**src/fcd_pkg.sv**
```systemverilog
package fcd_pkg;

  localparam int ADDR_W = 8;
  localparam int DATA_W = 32;

  // Register byte offsets.
  localparam logic [ADDR_W-1:0] OFF_CFG  = 8'h00;
  localparam logic [ADDR_W-1:0] OFF_DSR  = 8'h04;
  localparam logic [ADDR_W-1:0] OFF_PTS  = 8'h08;
  localparam logic [ADDR_W-1:0] OFF_CMD  = 8'h0C;
  localparam logic [ADDR_W-1:0] OFF_XFER = 8'h10;
  localparam logic [ADDR_W-1:0] OFF_PCN  = 8'h14;
  localparam logic [ADDR_W-1:0] OFF_DIR  = 8'h18;
  localparam logic [ADDR_W-1:0] OFF_STAT = 8'h1C;
  localparam logic [ADDR_W-1:0] OFF_SEQ  = 8'h20;

  // Configuration register fields.
  localparam int CFG_W           = 8;
  localparam int CFG_MFM         = 0;
  localparam int CFG_AUTO_POWERDOWN_ENABLE     = 1;
  localparam int CFG_MIN_POWERUP_DELAY_SEL     = 2;
  localparam int CFG_MT          = 3;
  localparam int CFG_IDLE_MSK    = 4;
  localparam int CFG_COMPAT_STAT = 5;
  localparam int CFG_OSC_PD      = 6;
  localparam int CFG_COMPAT_MODE = 7;
  localparam logic [CFG_W-1:0] CFG_RST = 8'h01;

  // Data-rate select register fields.
  localparam int DSR_W        = 5;
  localparam int DSR_RATE_LSB = 0;
  localparam int DSR_RATE_W   = 2;
  localparam int DSR_PC_LSB   = 2;
  localparam int PC_W         = 3;
  localparam logic [DSR_W-1:0]      DSR_RST = 5'h00;
  localparam logic [DSR_RATE_W-1:0] RATE_2M = 2'h3;

  // Precompensation table: one select bit per drive, drive index above.
  localparam int DRV_W      = 2;
  localparam int NDRV       = 4;
  localparam int PTS_DRV_LSB = 4;
  localparam logic [NDRV-1:0] PTS_RST = 4'h0;

  // Command parameter register fields.
  localparam int CMD_N_LSB    = 0;
  localparam int N_W          = 3;
  localparam int CMD_HEAD     = 3;
  localparam int CMD_START    = 4;
  localparam int CMD_SECT_LSB = 8;
  localparam int CMD_EOT_LSB  = 16;
  localparam int CMD_DTL_LSB  = 24;
  localparam int BYTE_W       = 8;

  // Digital input register status bits.
  localparam int DIR_PD_BIT   = 7;
  localparam int DIR_IDLE_BIT = 6;

  // Status register bits.
  localparam int STAT_PD   = 0;
  localparam int STAT_IDLE = 1;
  localparam int STAT_OSC  = 2;
  localparam int STAT_PU   = 3;

  localparam int LEN_W = 16;
  localparam logic [LEN_W-1:0] SECT_BASE    = 16'h0080;
  localparam logic [BYTE_W-1:0] SECTOR_FIRST = 8'h01;

  // Minimum power-up times.
  localparam int CLK_KHZ     = 100_000;
  localparam int PU_SHORT_MS = 10;
  localparam int PU_LONG_MS  = 500;
  localparam int PU_SHORT_CYC = PU_SHORT_MS * CLK_KHZ;
  localparam int PU_LONG_CYC  = PU_LONG_MS * CLK_KHZ;
  localparam int PU_CNT_W     = 26;

  typedef struct packed {
    logic [ADDR_W-1:0] addr;
    logic [DATA_W-1:0] wdata;
    logic              wr;
    logic              rd;
  } fcd_reg_req_t;

  typedef struct packed {
    logic              active;
    logic              head;
    logic [BYTE_W-1:0] sector;
  } fcd_seq_t;

  typedef enum logic [1:0] {
    PD_ACTIVE  = 2'b00,
    PD_POWERUP = 2'b01,
    PD_DOWN    = 2'b10
  } fcd_pd_state_t;

endpackage

```
**src/fcd_pu_timer.sv**
```systemverilog
`timescale 1ns/1ps
module fcd_pu_timer #(
  parameter int CNT_W = 26
) (
  input  wire logic             clk,
  input  wire logic             reset,
  input  wire logic             ce,
  input  wire logic             start,
  input  wire logic [CNT_W-1:0] load,
  output logic                  busy
);

  logic [CNT_W-1:0] cnt_r;

  // Busy for exactly load cycles after the start cycle.
  always_ff @(posedge clk)
  begin
    if (reset)
      cnt_r <= '0;
    else if (ce)
    begin
      if (start)
        cnt_r <= load;
      else if (cnt_r != '0)
        cnt_r <= cnt_r - CNT_W'(1);
    end
  end

  assign busy = (cnt_r != '0);
endmodule

```
**src/fcd_top.sv**
```systemverilog
`timescale 1ns/1ps
module fcd_top
  import fcd_pkg::*;
#(
  parameter int PU_SHORT = fcd_pkg::PU_SHORT_CYC,
  parameter int PU_LONG  = fcd_pkg::PU_LONG_CYC
) (
  input  wire logic                          clk,
  input  wire logic                          reset,
  input  wire logic                          ce,
  input  wire fcd_pkg::fcd_reg_req_t         req,
  output logic [fcd_pkg::DATA_W-1:0]         rdata,
  input  wire logic                          core_idle,
  input  wire logic                          wake,
  input  wire logic                          sense_done,
  input  wire logic [fcd_pkg::BYTE_W-1:0]    head_position,
  input  wire logic                          sector_done,
  output fcd_pkg::fcd_seq_t                  seq,
  output logic [fcd_pkg::LEN_W-1:0]          xfer_len,
  output logic [fcd_pkg::PC_W-1:0]           precomp_delay,
  output logic                               osc_enable,
  output logic                               powerdown_state,
  output logic                               mfm_mode
);
  import fcd_pkg::*;

  logic [CFG_W-1:0]      cfg_r;
  logic [DSR_W-1:0]      dsr_r;
  logic [NDRV-1:0]       pts_r;
  logic [DRV_W-1:0]      drv_r;
  logic [N_W-1:0]        n_r;
  logic                  head_r;
  logic [BYTE_W-1:0]     sect_r;
  logic [BYTE_W-1:0]     eot_r;
  logic [BYTE_W-1:0]     dtl_r;
  logic [BYTE_W-1:0]     pcn_r;
  logic [LEN_W-1:0]      xfer_r;
  logic [PC_W-1:0]       pc_r;
  logic                  osc_en_r;
  logic [DATA_W-1:0]     rdata_r;
  logic [DATA_W-1:0]     rd_val;
  logic [DATA_W-1:0]     dir_val;
  fcd_seq_t              seq_r;
  fcd_pd_state_t         pd_r;
  fcd_pd_state_t         pd_nxt;
  logic                  pu_start;
  logic                  pu_busy;
  logic [PU_CNT_W-1:0]   pu_load;
  logic                  wr_cfg;
  logic                  wr_dsr;
  logic                  wr_pts;
  logic                  wr_cmd;
  logic                  auto_powerdown_enable;
  logic                  rate_2m;

  function automatic logic [LEN_W-1:0] sector_bytes(
    input logic [N_W-1:0] n
  );
    sector_bytes = SECT_BASE << n;
  endfunction

  function automatic logic [PU_CNT_W-1:0] pu_cycles(
    input logic min_powerup_delay_sel,
    input logic fast
  );
    int c;
    c = min_powerup_delay_sel ? PU_LONG : PU_SHORT;
    if (fast)
      c = c / 2;
    if (c < 1)
      c = 1;
    pu_cycles = PU_CNT_W'(c);
  endfunction

  function automatic logic [LEN_W-1:0] xfer_bytes(
    input logic [N_W-1:0]    n,
    input logic [BYTE_W-1:0] data_length_param
  );
    if (n == '0)
      xfer_bytes = LEN_W'(data_length_param);
    else
      xfer_bytes = sector_bytes(n);
  endfunction

  assign wr_cfg  = req.wr && req.addr == OFF_CFG;
  assign wr_dsr  = req.wr && req.addr == OFF_DSR;
  assign wr_pts  = req.wr && req.addr == OFF_PTS;
  assign wr_cmd  = req.wr && req.addr == OFF_CMD;
  assign auto_powerdown_enable = cfg_r[CFG_AUTO_POWERDOWN_ENABLE];
  assign rate_2m = dsr_r[DSR_RATE_LSB +: DSR_RATE_W] == RATE_2M;

  // Configuration; the density flag always reads back as MFM.
  always_ff @(posedge clk)
  begin
    if (reset)
      cfg_r <= CFG_RST;
    else if (ce && wr_cfg)
    begin
      cfg_r <= req.wdata[CFG_W-1:0];
      cfg_r[CFG_MFM] <= 1'b1;
    end
  end

  always_ff @(posedge clk)
  begin
    if (reset)
      dsr_r <= DSR_RST;
    else if (ce && wr_dsr)
      dsr_r <= req.wdata[DSR_W-1:0];
  end

  always_ff @(posedge clk)
  begin
    if (reset)
    begin
      pts_r <= PTS_RST;
      drv_r <= '0;
    end
    else if (ce && wr_pts)
    begin
      pts_r <= req.wdata[NDRV-1:0];
      drv_r <= req.wdata[PTS_DRV_LSB +: DRV_W];
    end
  end

  // Command parameters and the transfer length they imply.
  always_ff @(posedge clk)
  begin
    if (reset)
    begin
      n_r    <= '0;
      head_r <= 1'b0;
      sect_r <= SECTOR_FIRST;
      eot_r  <= SECTOR_FIRST;
      dtl_r  <= '0;
      xfer_r <= '0;
    end
    else if (ce && wr_cmd)
    begin
      n_r    <= req.wdata[CMD_N_LSB +: N_W];
      head_r <= req.wdata[CMD_HEAD];
      sect_r <= req.wdata[CMD_SECT_LSB +: BYTE_W];
      eot_r  <= req.wdata[CMD_EOT_LSB +: BYTE_W];
      dtl_r  <= req.wdata[CMD_DTL_LSB +: BYTE_W];
      xfer_r <= xfer_bytes(req.wdata[CMD_N_LSB +: N_W],
                           req.wdata[CMD_DTL_LSB +: BYTE_W]);
    end
  end

  // Sector sequencer; a cylinder is one long track in multi-track mode.
  always_ff @(posedge clk)
  begin
    if (reset)
      seq_r <= '0;
    else if (ce)
    begin
      if (wr_cmd && req.wdata[CMD_START])
      begin
        seq_r.active <= 1'b1;
        seq_r.head   <= req.wdata[CMD_HEAD];
        seq_r.sector <= req.wdata[CMD_SECT_LSB +: BYTE_W];
      end
      else if (seq_r.active && sector_done)
      begin
        if (seq_r.sector != eot_r)
          seq_r.sector <= seq_r.sector + BYTE_W'(1);
        else if (cfg_r[CFG_MT] && !seq_r.head)
        begin
          seq_r.head   <= 1'b1;
          seq_r.sector <= SECTOR_FIRST;
        end
        else
          seq_r.active <= 1'b0;
      end
    end
  end

  // Present cylinder is caught as sense interrupt status completes.
  always_ff @(posedge clk)
  begin
    if (reset)
      pcn_r <= '0;
    else if (ce && sense_done)
      pcn_r <= head_position;
  end

  // Precompensation delay per selected drive.
  always_ff @(posedge clk)
  begin
    if (reset)
      pc_r <= '0;
    else if (ce)
    begin
      if (pts_r[drv_r])
        pc_r <= '0;
      else
        pc_r <= dsr_r[DSR_PC_LSB +: PC_W];
    end
  end

  always_ff @(posedge clk)
  begin
    if (reset)
      osc_en_r <= 1'b1;
    else if (ce)
      osc_en_r <= !cfg_r[CFG_OSC_PD];
  end

  // Automatic powerdown with a minimum time awake, kept only while automatic powerdown stays enabled.
  always_comb
  begin
    pd_nxt   = pd_r;
    pu_start = 1'b0;
    case (pd_r)
      PD_ACTIVE:
        if (auto_powerdown_enable && core_idle)
          pd_nxt = PD_DOWN;
      PD_DOWN:
        if (!auto_powerdown_enable)
          pd_nxt = PD_ACTIVE;
        else if (wake)
        begin
          pd_nxt   = PD_POWERUP;
          pu_start = 1'b1;
        end
      PD_POWERUP:
        if (!auto_powerdown_enable || !pu_busy)
          pd_nxt = PD_ACTIVE;
      default:
        pd_nxt = PD_ACTIVE;
    endcase
  end

  assign pu_load = pu_cycles(cfg_r[CFG_MIN_POWERUP_DELAY_SEL], rate_2m);

  always_ff @(posedge clk)
  begin
    if (reset)
      pd_r <= PD_ACTIVE;
    else if (ce)
      pd_r <= pd_nxt;
  end

  fcd_pu_timer #(
    .CNT_W (PU_CNT_W)
  ) u_pu_timer (
    .clk   (clk),
    .reset (reset),
    .ce    (ce),
    .start (pu_start),
    .load  (pu_load),
    .busy  (pu_busy)
  );

  // Input register status bits, legacy compatible mode only.
  always_comb
  begin
    dir_val = '0;
    if (cfg_r[CFG_COMPAT_MODE] && cfg_r[CFG_COMPAT_STAT]
        && !cfg_r[CFG_IDLE_MSK])
    begin
      dir_val[DIR_PD_BIT]   = pd_r == PD_DOWN;
      dir_val[DIR_IDLE_BIT] = core_idle;
    end
  end

  always_comb
  begin
    rd_val = '0;
    case (req.addr)
      OFF_CFG:  rd_val[CFG_W-1:0] = cfg_r;
      OFF_DSR:  rd_val[DSR_W-1:0] = dsr_r;
      OFF_PTS:
      begin
        rd_val[NDRV-1:0] = pts_r;
        rd_val[PTS_DRV_LSB +: DRV_W] = drv_r;
      end
      OFF_CMD:
      begin
        rd_val[CMD_N_LSB +: N_W] = n_r;
        rd_val[CMD_HEAD] = head_r;
        rd_val[CMD_SECT_LSB +: BYTE_W] = sect_r;
        rd_val[CMD_EOT_LSB +: BYTE_W] = eot_r;
        rd_val[CMD_DTL_LSB +: BYTE_W] = dtl_r;
      end
      OFF_XFER: rd_val[LEN_W-1:0] = xfer_r;
      OFF_PCN:  rd_val[BYTE_W-1:0] = pcn_r;
      OFF_DIR:  rd_val = dir_val;
      OFF_STAT:
      begin
        rd_val[STAT_PD]   = pd_r == PD_DOWN;
        rd_val[STAT_IDLE] = core_idle;
        rd_val[STAT_OSC]  = osc_en_r;
        rd_val[STAT_PU]   = pd_r == PD_POWERUP;
      end
      OFF_SEQ:  rd_val[$bits(fcd_seq_t)-1:0] = seq_r;
      default:  rd_val = '0;
    endcase
  end

  always_ff @(posedge clk)
  begin
    if (reset)
      rdata_r <= '0;
    else if (ce)
      rdata_r <= req.rd ? rd_val : '0;
  end

  assign rdata           = rdata_r;
  assign seq             = seq_r;
  assign xfer_len        = xfer_r;
  assign precomp_delay   = pc_r;
  assign osc_enable      = osc_en_r;
  assign powerdown_state = pd_r == PD_DOWN;
  assign mfm_mode        = cfg_r[CFG_MFM];
endmodule

```
**config.mk**
```make
export PLATFORM = sky130hd
export DESIGN_NAME = fcd_top
export DESIGN_NICKNAME = d
export VERILOG_FILES = /design/src/fcd_pkg.sv /design/src/fcd_pu_timer.sv /design/src/fcd_top.sv
export SDC_FILE = /design/constraint.sdc
export NUM_CORES = 1
export LEC_CHECK = 0
export ABC_AREA = 1
export BUFFER_PORTS_ARGS = -buffer_cell sky130_fd_sc_hd__buf_2
export CAP_MARGIN = 20
export CELL_PAD_IN_SITES_DETAIL_PLACEMENT = 0
export CELL_PAD_IN_SITES_GLOBAL_PLACEMENT = 1
export CORE_ASPECT_RATIO = 0.7
export CORE_MARGIN = 2
export CORE_UTILIZATION = 41
export CTS_BUF_LIST = sky130_fd_sc_hd__clkbuf_8
export CTS_CLUSTER_DIAMETER = 80
export DETAILED_ROUTE_END_ITERATION = 10
export GPL_ROUTABILITY_DRIVEN = 0
export PLACE_DENSITY = 0.82
export SYNTH_ARGS = -nofsm -noshare
export SYNTH_HDL_FRONTEND = slang
export SYNTH_SLANG_ARGS = --single-unit
```
**constraint.sdc**
```tcl
create_clock -name clk -period 2.5 [get_ports clk]
set_clock_uncertainty 0.2 [all_clocks]
set_input_delay 0.125 -clock clk [delete_from_list [all_inputs] [get_ports clk]]
set_output_delay 0.125 -clock clk [all_outputs]
set_load 0.02 [all_outputs]
```
[Word level (Yosys, flattened, before mapping)]
Index checks and enable logic that the tools add are counted.
Word-level totals
  register bits after elaboration: 144
  output and inout bits: 64
Operators by class
  add/subtract/negate cells: 3
  order comparisons: 2
  equality and inequality tests: 17
  shift-type cells: 1
  multiplexer cells: 32
  bitwise operators: 1
  reductions and logical operators: 34
Operator list (number)
  2-to-1 mux 26 bit: 4
  2-to-1 mux 32 bit: 2
  adder 32 x 1 -> 32 bit: 1
  == test 8 x 5 -> 1 bit (second input constant): 4
  < comparator 32 x 2 -> 1 bit (second input constant): 1
  2-to-1 mux 16 bit: 2
  one-hot mux 4 bit (8 select lines): 1
  nonzero test 26 bit: 1
  subtractor 26 x 1 -> 26 bit (second input constant): 1
  2-to-1 mux 10 bit: 2
  == test 8 x 4 -> 1 bit (second input constant): 2
  left shift 8 x 3 -> 16 bit (first input constant): 1
  logical AND 1 bit: 15
  2-to-1 mux 2 bit: 6
  one-hot mux 2 bit (3 select lines): 2
  one-hot mux 6 bit (2 select lines): 1
  AND reduction 4 bit: 3
  one-hot mux 2 bit (5 select lines): 1
  2-to-1 mux 9 bit: 1
  adder 8 x 1 -> 8 bit (second input constant): 1
  == test 8 x 3 -> 1 bit (second input constant): 1
  == test 8 x 6 -> 1 bit (second input constant): 1
  logical NOT 8 bit: 1
  2-to-1 mux 8 bit: 1
  20 further kinds: 34

[Longest topological paths before layout]
  depth after elaboration: 7
  gate-level depth with buffers: 13
  depth with buffers taken out: 11

[Modules after synthesis]
From an unflattened synthesis, not the netlist that was laid out.
Second synthesis, totals
  cells, all modules: 1135
  area total of the unflattened synthesis: 7385.8 µm²
By module, submodules not included
  fcd_top: instances 1, cells each 795, area an instance 5471.5 µm², sequential area each 2342.2 µm²
  fcd_pu_timer: instances 1, cells each 340, area an instance 1914.3 µm², sequential area each 520.5 µm²

[Worst setup path before layout]
OpenSTA, ideal clock, no wires.
  path kind: register -> register
  start: reg seq_r, in the netlist seq[2]
  end: reg seq_r, in the netlist seq[6]
  arrival time: 1.488 ns
  path slack: 0.699 ns
  stages on the path, launching flop included: 14
  buffers on the path: 2
  path through: dfxtp_1 buf_2 inv_1 nand2_1 nand2_1 nor2_1 nand2_1 nor2_1 nand2_2 nand2_4 buf_6 nand2_1 nand2_1 nor2_1
Between the ends
  word-level cells in the longest chain between the ends: 4
  elaborated cells between the ends (all ways): 7
  classes of those cells: add/sub (1); eq/ne (1); mux (3); reduce/logical (2)
RTL lines
  start, declared: line fcd_top.sv:43  | fcd_seq_t seq_r;
  adder 8 x 1 -> 8 bit or inequality test 8 bit (tied branches): line fcd_top.sv:166, fcd_top.sv:165
  2-to-1 mux 8 bit: line fcd_top.sv:165  | if (seq_r.sector != eot_r)
  2-to-1 mux 10 bit: line fcd_top.sv:163  | else if (seq_r.active && sector_done)
  2-to-1 mux 10 bit: line fcd_top.sv:157  | if (wr_cmd && req.wdata[CMD_START])
Parallel ways exist; a longest one is shown, timed or not. The select of a mux whose other input is x is not followed.
A chain may end at the register's enable or synchronous reset.

[Worst setup path in the final report]
  start: in req[1] (netlist bit)
  end: reg seq_r, in the netlist seq[8]
Between the ends
  word-level cells in the longest chain between the ends: 4
  elaborated cells between the ends (all ways): 7
  classes of those cells: eq/ne (1); mux (1); reduce/logical (5)
RTL lines
  start, declared: line fcd_top.sv:11  | input wire fcd_pkg::fcd_reg_req_t req,
  logical AND 1 bit (*): line fcd_top.sv:88  | assign wr_cmd = req.wr && req.addr == OFF_CMD;
  logical AND 1 bit (*): line fcd_top.sv:157
  inequality test 2 bit (no line) or nonzero test 2 bit (tied branches)
  AND reduction 4 bit (no line)
Mark *: on every way between the ends. The rest lies on a longest branch, timed or not.

==> metrics <==
Post-Synth XOR/XNOR Area=1.04%; largest net degree at the start of global routing=76; initial drt markers=1029; Die Y=118 um; Worst slew margin=43.1%; Detailed Place HPWL=18800 um; Die Area=19500 um^2; asr flop ratio synth=0%; DRC=0; Starting Density=41.8%; # clock sinks=143; Rows=41; sequential cell area fraction in the yosys report=37.9%; Mapped Cells=1155; VDD IR max=237 uV; maximum fanout along the worst path=5; fill cell count=1887; setup TNS=0 ns; Initial DRT Pass Iterations=5; simple-gate share of the synthesized area=37.9%; Max Root-Sink Buffers=2; Final Cycle Share=97.1%; Comb power frac=15.9%; P&R area growth vs syn=23.7%; Core ar.=18100 um^2; WP data required=2.66 ns; #FFs+latches synth=143; worst path bufs/invs=4; switching power=0.00164 W; IO Port Bufs=118; HP Start=req[36]; gr usage total=25.6%; CP Launch Type=input port; worst reg2reg setup slack=0.23 ns; Peak Freq=412 MHz; Worst Hold Class=input port to flop; Via density=5.14; fin. max-slew vios=0; Pleak=4.35 nW; routed wire length per instance=16.1 um; FF-to-FF Start=seq[3]; synth warn=0; vias in the first global route=7007; worst skew pair latency=0.47 ns; Crit. End Element=flop; Hold Path Cell Cnt=5; largest stage delay on the critical path=0.64 ns; CTS H-tree lvls=4; total CTS buffers=17; Min Hold Slack=0.0418 ns; Reg2Reg Depth=11; internal cell power=0.00346 W; CP Cell Sequence=dlygate4sd3_1 -> buf_2 -> nand2_2 -> nor4_2 -> dlygate4sd3_1 -> nor2_1 -> dlygate4sd3_1; Chip Width=166 um; post-route ant nets=0; Post-Syn Nets=1223; antenna diode count=0; IO Pins=121; Seq pwr share=46.8%; cell mode on critical path=dlygate4sd3_1; Synth Area in Compound Gates=13.3%; synth unique cells=42; Worst path top cell family by delay=buffers and inverters; via count=8103; Final Hold Viols=0; multiplexer area fraction after synthesis=0%; Clk pwr share=37.3%; CTS tree=yes; max capacitance violation total=0; Detailed Route WL=25400 um; share of layout cells above drive strength 1=16.2%; antenna violations before repair=0; syn avg cell area=6.54 um^2; status=finished, final reports clean; CP max-delay cell=dlygate4sd3_1; Synth Area in Adders=1.82%; Clock Pin Slew Worst Setup and Hold Paths=0.09 ns; top_reg_cell synth=dfxtp_1; min Tclk post-route=2.43 ns; grt ovf=0; WS Path Type=input port to flop; Post-synth EDFFs=0; Final setup violation count=0; Power Density=546 nW/um^2; RSZ-0062 raised after global routing=false; Sw Ratio=32.2%; first-pass GRT wire length=39300 um; Mapped Area=7550 um^2; nets@finish=1394; Worst Tran Pin Value=0.853 ns; main combinational cell family by area after synthesis=simple AND/OR/NAND/NOR gates; Critical Path AT=2.58 ns; Hold Path Sink=dsr_r[0]; RR Endpoint=seq[8]; root buf cell=clkbuf_8
metrics by stage:
step,power (W),setup slack [ns],cells,cell area (um^2),util (%)
after floorplan,0.00292,0.699,1155,7550,-
after global placement,0.00316,0.447,1483,8330,46.1
after detailed placement,0.00316,0.404,1483,8330,46.1
after CTS,0.00509,0.00726,1574,9320,51.6
after global routing,0.00533,0.0304,1575,9340,51.7
final,0.00510,0.0715,1575,9340,51.7
power groups by stage:
stage / registers (W) / clock network (W) / logic [W]
5_1_grt: 0.00239 / 0.00203 / 0.000903
3_3_place_gp: 0.00244 / 0 / 0.000724
3_5_place_dp: 0.00244 / 0 / 0.000718
6_report: 0.00239 / 0.00191 / 0.000809
2_1_floorplan: 0.00243 / 0 / 0.000490
4_1_cts: 0.00238 / 0.00191 / 0.000791
state kept, by name, summed over array words and instances, names as in the netlist, 4 cells and up:
register          cells
pts_r                 4
dsr_r                 5
cfg_r                 7
u_pu_timer.cnt_r     26
xfer_len             15
dtl_r                 8
sect_r                8
eot_r                 8
seq                  10
pcn_r                 8
rdata                32
kinds of logic (layout without fill, tap and decap cells):
kind of cell,Yosys count,after routing
compound gates,186,186
xor+xnor,9,9
buf+inv,134,318
flops,143,143
other cells,2,2
simple gates,670,670
fa+ha+maj,11,11
worst register-to-register path: cells and delay by family (launching register included):
family / cells / cell delay [ns]
AND/OR/NAND/NOR: 9 / 0.88
buffers and inverters: 2 / 0.72
flip-flops: 1 / 0.42
cells in the final DEF, fill, tap and decap left out, types with 2 or more instances in the layout:
cell           synthesis  routed
a211oi_1               8       8
a21oi_1               96      96
a32oi_1                5       5
buf_2                 10     118
buf_4                  8      17
clkbuf_8               0      17
clkinv_1               2       3
clkinvlp_4             0       3
conb_1                 2       2
dfxtp_1              143     143
dlygate4sd3_1          0      60
ha_1                  11      11
inv_1                 80      79
inv_2                  6       6
inv_6                  0       5
inv_8                  0       4
nand2_1              344     343
nand2_2                8       9
nand2_4                3       3
nand3_1               75      75
nand3_2                3       3
nand3b_1               5       5
nand4_1               11      11
nor2_1               188     188
nor2_2                11      11
nor2_4                 6       6
nor2_8                 2       2
nor3_1                 8       8
o211ai_1               4       4
o21ai_0               54      54
o21ai_1               13      13
o21bai_1               2       2
or2_2                  2       2
xnor2_1                2       2
xor2_1                 7       7
routing by layer:
metal	global-route usage [%]	vias up	share of wire, %
met4	4.63	0	0.88
met1	42.2	3715	54
met5	0	-	0
li1	-	4045	-
met3	5.21	24	8.3
met2	33.3	319	37
worst max path at each step:
stage	end	slack (ns)	startpoint	cells after the start
floorplan	seq[6]	0.70	seq[2]	13
global placement	rdata[5]	0.45	req[35]	10
detailed placement	u_pu_timer.cnt_r[19]	0.40	u_pu_timer.cnt_r[0]	10
CTS	pcn_r[4]	0.007	ce	8
global route	seq[8]	0.03	req[1]	7
finish	seq[8]	0.07	req[1]	7
cell usage after synthesis, types with 5 or more instances:
cell / number / area, um^2
nand2_1: 344 / 1290
nor2_1: 188 / 706
dfxtp_1: 143 / 2860
a21oi_1: 96 / 480
inv_1: 80 / 300
nand3_1: 75 / 375
o21ai_0: 54 / 270
clkbuf_1: 18 / 67.6
o21ai_1: 13 / 65.1
ha_1: 11 / 138
nand4_1: 11 / 68.8
nor2_2: 11 / 68.8
buf_2: 10 / 50.1
a211oi_1: 8 / 60.1
buf_4: 8 / 60.1
nand2_2: 8 / 50.1
nor3_1: 8 / 40.0
buf_6: 7 / 78.8
xor2_1: 7 / 61.3
inv_2: 6 / 22.5
nor2_4: 6 / 67.6
a32oi_1: 5 / 43.8
nand3b_1: 5 / 37.5
timing repair:
action                                  in CTS  in global routing
endpoints found under the setup margin       0                  2
buffers inserted                             0                  0
endpoints found under the hold margin       90                  3
hold buffers                                59                  1
resized for setup                            0                  3
cell type report:
| class | instances | area, um^2 | share of cell area, % |
|---|---|---|---|
| clock buffers | 17 | 234 | 2.50 |
| clock inverters | 15 | 166 | 1.78 |
| inverters | 89 | 337 | 3.60 |
| multi-input cells | 878 | 4100 | 43.9 |
| flip-flops and latches | 143 | 2860 | 30.6 |
| well taps | 236 | 295 | 3.16 |
| repair buffers | 197 | 1350 | 14.5 |
No activity file was read; power rests on OpenSTA's default activity.
